===== src/rtl/icc_pkg.sv =====
package icc_pkg;
  localparam int          NUM_CH      = 2;
  localparam int          TMR_W       = 16;
  localparam int          FIFO_DEPTH  = 4;
  localparam logic [0:0]  ADDR_CON    = 1'h0;
  localparam logic [0:0]  ADDR_BUF    = 1'h1;
  localparam int          CH_ADDR_W   = 1;
  localparam int          ADDR_W      = 2;
  localparam int          BIT_MODE_LO = 0;
  localparam int          BIT_BNE     = 3;
  localparam int          BIT_OV      = 4;
  localparam int          BIT_ICI_LO  = 5;
  localparam int          BIT_TSEL    = 7;
  localparam int          BIT_SIDL    = 13;
  localparam logic [15:0] CON_RST     = 16'h0000;
  localparam logic [15:0] CON_WMASK   = 16'h20E7;
  localparam logic [3:0]  PRE4_MAX    = 4'h3;
  localparam logic [3:0]  PRE16_MAX   = 4'hF;

  typedef enum logic [2:0] {
    ICC_OFF     = 3'h0,
    ICC_EDGE    = 3'h1,
    ICC_FALL    = 3'h2,
    ICC_RISE    = 3'h3,
    ICC_RISE4   = 3'h4,
    ICC_RISE16  = 3'h5,
    ICC_RSVD    = 3'h6,
    ICC_WAKE    = 3'h7
  } icc_mode_t;
endpackage : icc_pkg


===== src/rtl/icc_channel.sv =====
// Local design decisions: the register offsets and the strobed register port.
`timescale 1ns/1ps
module icc_channel #(
  parameter int W     = icc_pkg::TMR_W,
  parameter int DEPTH = icc_pkg::FIFO_DEPTH
) (
  input  wire logic         clk,
  input  wire logic         resetn,
  input  wire logic         pin,
  input  wire logic [W-1:0] timer2,
  input  wire logic [W-1:0] timer3,
  input  wire logic         timer2_on,
  input  wire logic         timer3_on,
  input  wire logic         cpu_idle,
  input  wire logic         cpu_sleep,
  input  wire logic         con_wr,
  input  wire logic [15:0]  con_wdata,
  input  wire logic         buf_rd,
  output logic      [15:0]  con_rdata,
  output logic      [W-1:0] buf_head,
  output logic              irq_pulse,
  output logic              wake_pulse
);
  if (DEPTH < 2 || DEPTH > 16 || W < 1 || W > 16) begin : g_bad_param
    $error("icc_channel: unsupported parameters");
  end

  localparam int CW = $clog2(DEPTH + 1);

  logic [15:0]  con_q;
  logic         pin_q;
  logic [3:0]   pre_q;
  logic [1:0]   evcnt_q;
  logic [W-1:0] mem_q [DEPTH];
  logic [CW-1:0] cnt_q;
  logic         ov_q;

  wire [2:0]   mode     = con_q[icc_pkg::BIT_MODE_LO +: 3];
  wire [1:0]   ici      = con_q[icc_pkg::BIT_ICI_LO +: 2];
  wire         tsel     = con_q[icc_pkg::BIT_TSEL];
  wire         sidl     = con_q[icc_pkg::BIT_SIDL];
  wire         rise     = pin & ~pin_q;
  wire         fall     = ~pin & pin_q;
  wire         tmr_on   = tsel ? timer2_on : timer3_on;
  wire         halted   = cpu_sleep | (cpu_idle & (sidl | ~tmr_on));
  wire         full     = (cnt_q == CW'(DEPTH));
  wire         empty    = (cnt_q == '0);
  wire         pop      = buf_rd & ~empty;
  logic        edge_hit;
  logic        pre_wrap;

  always_comb begin
    edge_hit = 1'b0;
    pre_wrap = 1'b0;
    unique case (icc_pkg::icc_mode_t'(mode))
      icc_pkg::ICC_EDGE:   edge_hit = rise | fall;
      icc_pkg::ICC_FALL:   edge_hit = fall;
      icc_pkg::ICC_RISE:   edge_hit = rise;
      icc_pkg::ICC_RISE4: begin
        pre_wrap = rise && (pre_q == icc_pkg::PRE4_MAX);
        edge_hit = pre_wrap;
      end
      icc_pkg::ICC_RISE16: begin
        pre_wrap = rise && (pre_q == icc_pkg::PRE16_MAX);
        edge_hit = pre_wrap;
      end
      icc_pkg::ICC_WAKE:   edge_hit = rise;
      default:             edge_hit = 1'b0;
    endcase
  end

  wire sleep_evt = cpu_sleep && (mode == icc_pkg::ICC_WAKE) && rise;
  wire cap_evt   = edge_hit && !halted && (mode != icc_pkg::ICC_WAKE);
  wire locked    = ov_q && !empty;
  wire ov_set    = cap_evt && full && !locked && (mode != icc_pkg::ICC_EDGE);
  wire push      = cap_evt && !locked && (!full || pop);
  wire [CW-1:0] cnt_d = cnt_q + CW'(push) - CW'(pop);
  wire [W-1:0] tsample = tsel ? timer2 : timer3;

  wire ici_hit = (evcnt_q == ici);
  // every edge outside a halt interrupts in mode 001
  wire irq_cap = cap_evt && ((mode == icc_pkg::ICC_EDGE) || ici_hit);
  // mode 111 interrupts regardless of timer
  wire irq_wake = edge_hit && (mode == icc_pkg::ICC_WAKE) && (!cpu_sleep || sleep_evt);

  always_ff @(posedge clk or negedge resetn) begin
    if (!resetn) begin
      con_q <= icc_pkg::CON_RST;
      pin_q <= 1'b0;
    end else begin
      pin_q <= pin;
      if (con_wr) begin
        con_q <= con_wdata & icc_pkg::CON_WMASK;
      end
    end
  end

  // prescaler cleared when off or reset
  always_ff @(posedge clk or negedge resetn) begin
    if (!resetn) begin
      pre_q <= '0;
    end else if (mode == icc_pkg::ICC_OFF || (pre_wrap && !halted)) begin
      pre_q <= '0;
    end else if (rise && !halted) begin
      pre_q <= pre_q + 4'h1;
    end
  end

  // interrupt counter also resets while off
  always_ff @(posedge clk or negedge resetn) begin
    if (!resetn) begin
      evcnt_q <= '0;
    end else if (mode == icc_pkg::ICC_OFF || mode == icc_pkg::ICC_EDGE) begin
      evcnt_q <= '0;
    end else if (cap_evt) begin
      evcnt_q <= ici_hit ? 2'h0 : evcnt_q + 2'h1;
    end
  end

  // four-deep fifo, shift on read, same-cycle store
  always_ff @(posedge clk) begin
    for (int i = 0; i < DEPTH; i++) begin
      if (pop && i < DEPTH - 1) begin
        mem_q[i] <= mem_q[i + 1];
      end
      if (push && (32'(cnt_q) - (pop ? 1 : 0)) == i) begin
        mem_q[i] <= tsample;
      end
    end
  end

  // count drives not-empty, overflow set outside mode 001, fifth dropped
  always_ff @(posedge clk or negedge resetn) begin
    if (!resetn) begin
      cnt_q <= '0;
      ov_q  <= 1'b0;
    end else begin
      cnt_q <= cnt_d;
      // clear with the last pop so overflow never shows beside an empty buffer
      if (ov_set) begin
        ov_q <= 1'b1;
      end else if (cnt_d == '0) begin
        ov_q <= 1'b0;
      end
    end
  end

  always_ff @(posedge clk or negedge resetn) begin
    if (!resetn) begin
      irq_pulse  <= 1'b0;
      wake_pulse <= 1'b0;
    end else begin
      // event in idle or sleep wakes
      irq_pulse  <= irq_cap | irq_wake;
      wake_pulse <= (cpu_idle | cpu_sleep) & (irq_cap | irq_wake);
    end
  end

  always_comb begin
    con_rdata = con_q;
    con_rdata[icc_pkg::BIT_BNE] = ~empty;
    con_rdata[icc_pkg::BIT_OV]  = ov_q;
  end
  // empty read yields head word, undefined to software
  assign buf_head = mem_q[0];
endmodule : icc_channel


===== src/rtl/icc_top.sv =====
`timescale 1ns/1ps
module icc_top #(
  parameter int NCH = icc_pkg::NUM_CH
) (
  input  wire logic                     clk,
  input  wire logic                     resetn,
  input  wire logic [NCH-1:0]           cap_pin,
  input  wire logic [15:0]              timer2_count,
  input  wire logic [15:0]              timer3_count,
  input  wire logic                     timer2_on,
  input  wire logic                     timer3_on,
  input  wire logic                     cpu_idle,
  input  wire logic                     cpu_sleep,
  input  wire logic [NCH-1:0]           channel_irq_enable,
  input  wire logic [icc_pkg::ADDR_W-1:0] addr,
  input  wire logic [15:0]              wdata,
  input  wire logic                     wr,
  input  wire logic                     rd,
  output logic      [15:0]              rdata,
  output logic      [NCH-1:0]           channel_irq_flag,
  output logic                          wake_req
);
  if (NCH != icc_pkg::NUM_CH) begin : g_bad_nch
    $error("icc_top: two channels only");
  end

  logic [15:0]    con_rd [NCH];
  logic [15:0]    head   [NCH];
  logic [NCH-1:0] irq_p;
  logic [NCH-1:0] wake_p;

  wire            sel_buf = (addr[0] == icc_pkg::ADDR_BUF);
  wire            sel_ch  = addr[1];

  for (genvar c = 0; c < NCH; c++) begin : g_ch
    wire hit = (sel_ch == 1'(c));
    icc_channel u_ch (
      .clk        (clk),
      .resetn     (resetn),
      .pin        (cap_pin[c]),
      .timer2     (timer2_count),
      .timer3     (timer3_count),
      .timer2_on  (timer2_on),
      .timer3_on  (timer3_on),
      .cpu_idle   (cpu_idle),
      .cpu_sleep  (cpu_sleep),
      .con_wr     (wr && hit && !sel_buf),
      .con_wdata  (wdata),
      .buf_rd     (rd && hit && sel_buf),
      .con_rdata  (con_rd[c]),
      .buf_head   (head[c]),
      .irq_pulse  (irq_p[c]),
      .wake_pulse (wake_p[c])
    );
  end

  wire [15:0] rd_mux = sel_buf ? head[sel_ch] : con_rd[sel_ch];

  always_ff @(posedge clk or negedge resetn) begin
    if (!resetn) begin
      rdata            <= '0;
      channel_irq_flag <= '0;
      wake_req         <= 1'b0;
    end else begin
      rdata            <= rd ? rd_mux : 16'h0000;
      channel_irq_flag <= irq_p;
      wake_req         <= |(wake_p & channel_irq_enable);
    end
  end
endmodule : icc_top


===== config.mk =====
export PLATFORM = sky130hd
export DESIGN_NAME = icc_top
export DESIGN_NICKNAME = d
export VERILOG_FILES = /design/src/rtl/icc_pkg.sv /design/src/rtl/icc_channel.sv /design/src/rtl/icc_top.sv
export SDC_FILE = /design/constraint.sdc
export NUM_CORES = 1
export LEC_CHECK = 0
export ABC_AREA = 1
export BUFFER_PORTS_ARGS = -buffer_cell sky130_fd_sc_hd__buf_2
export CORE_MARGIN = 2
export CORE_UTILIZATION = 60
export DETAILED_ROUTE_END_ITERATION = 10
export GPL_TIMING_DRIVEN = 1
export PLACE_DENSITY = 0.8
export SLEW_MARGIN = 20
export SYNTH_ARGS = -nofsm -noshare
export SYNTH_HDL_FRONTEND = slang
export SYNTH_SLANG_ARGS = --single-unit

===== constraint.sdc =====
create_clock -name clk -period 5.03 [get_ports clk]
set_input_delay 0.503 -clock clk [delete_from_list [all_inputs] [get_ports clk]]
set_output_delay 0.503 -clock clk [all_outputs]
set_load 0.02 [all_outputs]

Word level (Yosys, flattened, before mapping)

Memory sizes are Yosys's and may differ from the RTL's.
Cells that the tools add are included.

Add/subtract/negate cells: 10
Multiply operators: 0
Div/mod/pow operators: 0
$lt $le $gt $ge: 1
Equal/unequal tests: 30
Shifts and indexed selects: 0
Multiplexer cells: 58
Bitwise logic cells: 36
Reduce and logical (&&, ||, !) cells: 87

Operator list:

| cell                  | number |
|---|---|
| $mux W16              | 15 |
| $eq A32 B2 Y1 const B | 4 |
| $eq A32 B1 Y1 const B | 2 |
| $logic_not A32 Y1     | 2 |
| $sub A3 B32 Y32       | 2 |
| $logic_and A1 B1 Y1   | 50 |
| $mux W1               | 28 |
| $eq A3 B3 Y1 const B  | 8 |
| $logic_not A3 Y1      | 6 |
| $mux W4               | 4 |
| $or A1 B1 Y1          | 15 |
| $mux W14              | 1 |
| $eq A3 B2 Y1 const B  | 4 |
| $mux W2               | 6 |
| $reduce_bool A2 Y1    | 6 |
| $and A1 B1 Y1         | 10 |
| $logic_not A1 Y1      | 10 |
| $logic_or A1 B1 Y1    | 10 |
| $pmux W1 S5           | 2 |
| $not A1 Y1            | 9 |
| $add A4 B1 Y4 const B | 2 |
| $eq A4 B2 Y1 const B  | 2 |
| $eq A4 B4 Y1 const B  | 2 |
| $add A3 B1 Y3         | 2 |
| other kinds (11)      | 20 |

Flip-flop bits (word level): 59
Latch bits: 0
Memory bits (writable): 128
Memory bits (read-only): 0
Output and inout port bits: 19
Word-level logic and storage cells: 243
Memories kept: 2

Memories:

| memory             | depth | bits a word | rd ports | clocked after memory_dff | write ports | line              | RTL |
|---|---|---|---|---|---|---|---|
| g_ch[0].u_ch.mem_q | 4     | 16          | 4        | 0                        | 4           | icc_channel.sv:34 | `logic [W-1:0] mem_q [DEPTH];` |
| g_ch[1].u_ch.mem_q | 4     | 16          | 4        | 0                        | 4           | icc_channel.sv:34 |  |

Depth between registers and ports, before layout

Depth after elaboration: 15
Mapped depth: 16

By module

From an unflattened synthesis, not the netlist that was laid out.

Cell total of the unflattened synthesis: 1044
Area, all modules: 9590.4 um^2

By module, submodules not included:

| module                      | times used | cells each | area each (um^2) |
|---|---|---|---|
| icc_channel at g_ch[0].u_ch | 1          | 442        | 4217.8 |
| icc_channel at g_ch[1].u_ch | 1          | 433        | 4190.3 |
| icc_top                     | 1          | 169        | 1182.4 |

Worst setup path before layout

Ideal clock, no wire load.

Path kind: input-to-reg
Start point: input addr[0] (netlist bit)
End point: memory g_ch[1].u_ch.mem_q[1][16] (netlist bit) (enable)
Arrival time: 3726 ps
Required time: 4600 ps
Slack: 873 ps
Stages on the path: 11
Path buffers: 1
Path through: buf_4 > nand2_2 > nor2_4 > nand2_1 > inv_1 > ha_1 > ha_1 > ha_1 > a21o_1 > or2_2 > nor4_1

RTL lines:

| what               | line              | RTL |
|---|---|---|
| start: declaration | icc_top.sv:15     | `input wire logic [icc_pkg::ADDR_W-1:0] addr,` |
| end: declaration   | icc_channel.sv:34 |  |

==> run_results.csv <==
group,metric,value,unit
run_status,status,"complete, no violations",
floorplan,row_count,45,
place,gp_congestion,0.849,
setup_path,cp_num_buf_inv,2,
floorplan,die_h,128,um
power_and_ir_drop,internal-power,0.00287,W
setup_path,path_class,"reg -> reg",
drt,drc,0,
power_and_ir_drop,p_seq_share,44.6,%
logic_synthesis,seq_area_frac_synth,58.0,%
drt,drtAntennaViolNets,0,
floorplan,boundaryPins,81,
sta,setup_tns,0,ps
power_and_ir_drop,pwr-share-clk,33.7,%
setup_path,critical_path.top_delay_family,"simple AND/OR/NAND/NOR gates",
setup_path,critPathArrivalTime,3800,ps
logic_synthesis,yosys.area.top_type,"edfxtp_1",
cells_and_area,antenna_cells,0,
cts,cts_tree,"built",
setup_path,crit_required,5090,ps
drt,drt_iter0_drc,670,
setup_path,cp_slowest_stage_delay,590,ps
grt,grt.overflow.total,0,
setup_path,cp-end-kind,"register",
drt,wl_per_cell,16.5,um
min_path,whs_path_depth,1,
setup_path,r2r_setup_slack,1290,ps
setup_path,start_kind,"register",
logic_synthesis,synth-seq-cells,187,
sta,period_share,74.4,%
cts,htreeDepth,4,
logic_synthesis,synth_top_area_share,41.9,%
sta,skew,8.55,ps
cells_and_area,final_cells,1210,
cts,cts_hold_buf,0,
place,placedCellCount,1178,
cts,clock_sinks,187,
cts,clk_latency,430,ps
sta,drv_slew,0,
floorplan,core,15100,sq um
drt,vias,6850,
power_and_ir_drop,combPwrFrac,21.7,%
floorplan,die_w,128,um
setup_path,cp.depth,12,
cells_and_area,drive_gt1_share,15.7,%
sta,finalSetupViolations,0,
logic_synthesis,syn_nets,1027,
power_and_ir_drop,leakagePower,4.53,nW
setup_path,crit_path_max_fanout,17,
cells_and_area,final_cell_mix,"nand2_1, edfxtp_1, nand3_1, buf_2, o21ai_0",
cts,numCtsBuffers,17,
cells_and_area,final_common_cell,"nand2_1",
grt,antenna_found_initial,0,
cts,cts_setup_buffers,0,
logic_synthesis,syn_avg_cell_area,9.70,sq um
power_and_ir_drop,p_per_area,414,nW/um^2
drt,vias_per_cell,5.66,
flow_run,maxCapViolations,0,
logic_synthesis,ys_types,37,
logic_synthesis,yosys-top-cells-area,"edfxtp_1, dfrtp_1, nand2_1",
logic_synthesis,netlist_instances,945,
sta,worst_slew_pin_slew,944,ps
floorplan,start_util,60.7,%
grt,grt_pass1_wl,32.7,mm
sta,period_needed,3740,ps
grt,grt_util_all_layers,25.9,%
logic_synthesis,synth_warnings,0,
setup_path,reg2reg_depth,12,
place,io_buffers,71,
place,dpl.hpwl,13.7,mm
sta,hold_ws,215,ps
floorplan,dieArea,16300,sq um
logic_synthesis,syn-cell-area,9170,sq um
setup_path,crit_chain,"inv_1 -> nand3_1 -> nand2_1 -> inv_1 -> ha_1 -> ha_1 -> ha_1 -> a21o_1 -> or2_2 -> nor2_4 -> nand4_4 -> nand2_1",
cts,cts_resized,0,
cts,cts_root_buffer,"clkbuf_16",
cts,cts.clk_slew.worst_paths,70,ps
sta,grt_setup_unrepaired,"no",
sta,hold_viol,0,
sta,fmax,267,MHz
drt,drt-total-wl,20.0,mm
sta,slew_headroom,36.4,%
setup_path,slowest_stage,"nand2_1",
min_path,min_path_type,"in -> reg",
grt,grt_pass1_vias,6566,
cells_and_area,nNetsFinal,1091,
cts,clockBufferDepth,2,
drt,firstDrtPassIters,5,
cells_and_area,final_core_util,67.8,%
grt,grt_max_degree,60,
power_and_ir_drop,p_sw,0.00137,W
cells_and_area,syn_to_final_growth,11.7,%
power_and_ir_drop,switching_share,32.3,%
power_and_ir_drop,peakVddDrop,344,uV
setup_path,cpMostUsedCell,"ha_1",
==> final cells by class <==
type                            instances  area (sq um)
Fill cell                            1118          4850
Tap cell                              188           235
Clock buffer                           17           425
Inverter                               76           285
Timing Repair Buffer                   82           438
Clock inverter                         15           206
Sequential cell                       187          5320
Multi-Input combinational cell        645          3320
==> cell families (layout without fill, tap and decap cells) <==
kind of cell	after synthesis	in the layout	share of synthesized area, %
AND/OR/NAND/NOR	518	518	26.3
flip-flops	187	187	58.0
buffers and inverters	113	190	5.84
AO/OA/AOI/OAI	95	95	5.79
adder cells (fa/ha/maj)	20	20	2.89
XOR/XNOR	12	12	1.15
==> path summary, 6_finish.rpt <==
| path | startpoint | to |
|---|---|---|
| hold reg to reg | g_ch[1].u_ch.irq_pulse | channel_irq_flag[1] |
| min in group asynchronous | resetn | g_ch[1].u_ch.pre_q[0] |
| setup / recovery | g_ch[1].u_ch.cnt_q[1] | g_ch[1].u_ch.mem_q[0][19] |
| hold / removal | cap_pin[1] | g_ch[1].u_ch.pin_q |
| setup reg to reg | g_ch[1].u_ch.cnt_q[1] | g_ch[1].u_ch.mem_q[0][19] |
| max in group asynchronous | resetn | g_ch[0].u_ch.con_q[7] |
==> per-stage QoR <==
stage	total power [W]	cell area, sq um	setup slack, ps
finish	0.00424	10200	1290
global route	0.00443	10200	1030
CTS	0.00426	10200	1260
detailed placement	0.00284	9600	963
global placement	0.00281	9600	1080
floorplan	0.00257	9170	873
==> synth_stat cells, drive strengths merged <==
cell type and instances:
inv 74, a2111oi 1, a21oi 7, nand4 11, fa 2, or2 4
o31ai 2, a22o 8, clkbuf 12, buf 25, nor2 51, nand2 320
nor3 4, dfrtp 59, clkinv 2, nor4 6, a21o 1, ha 18
and2 2, nand3 120, xnor2 6, edfxtp 128, xor2 6, a31oi 8
o21ai 68
==> sequential cells by signal, indices dropped and copies added (netlist names), 4 cells and up <==
signal / count
g_ch.u_ch.pre_q: 8
g_ch.u_ch.con_q: 14
g_ch.u_ch.mem_q: 128
g_ch.u_ch.cnt_q: 6
rdata: 16
g_ch.u_ch.evcnt_q: 4
==> power by group through the flow <==
stage | Sequential (W) | Combinational, W | Clock (W)
after floorplan | 0.00190 | 0.000676 | 0
after global placement | 0.00192 | 0.000889 | 0
after detailed placement | 0.00192 | 0.000918 | 0
after CTS | 0.00189 | 0.000926 | 0.00144
after global routing | 0.00191 | 0.00102 | 0.00151
final | 0.00189 | 0.000920 | 0.00143
==> metal layers <==
metal / up-vias / GRT usage, % / share of wire, %
met5: - / 0 / 0
met4: 0 / 8.14 / 2.1
met3: 30 / 6.41 / 7.3
met2: 248 / 43.4 / 49
met1: 3274 / 33.7 / 42
li1: 3298 / - / -
Note: power is estimated with default switching activity, not from simulation.
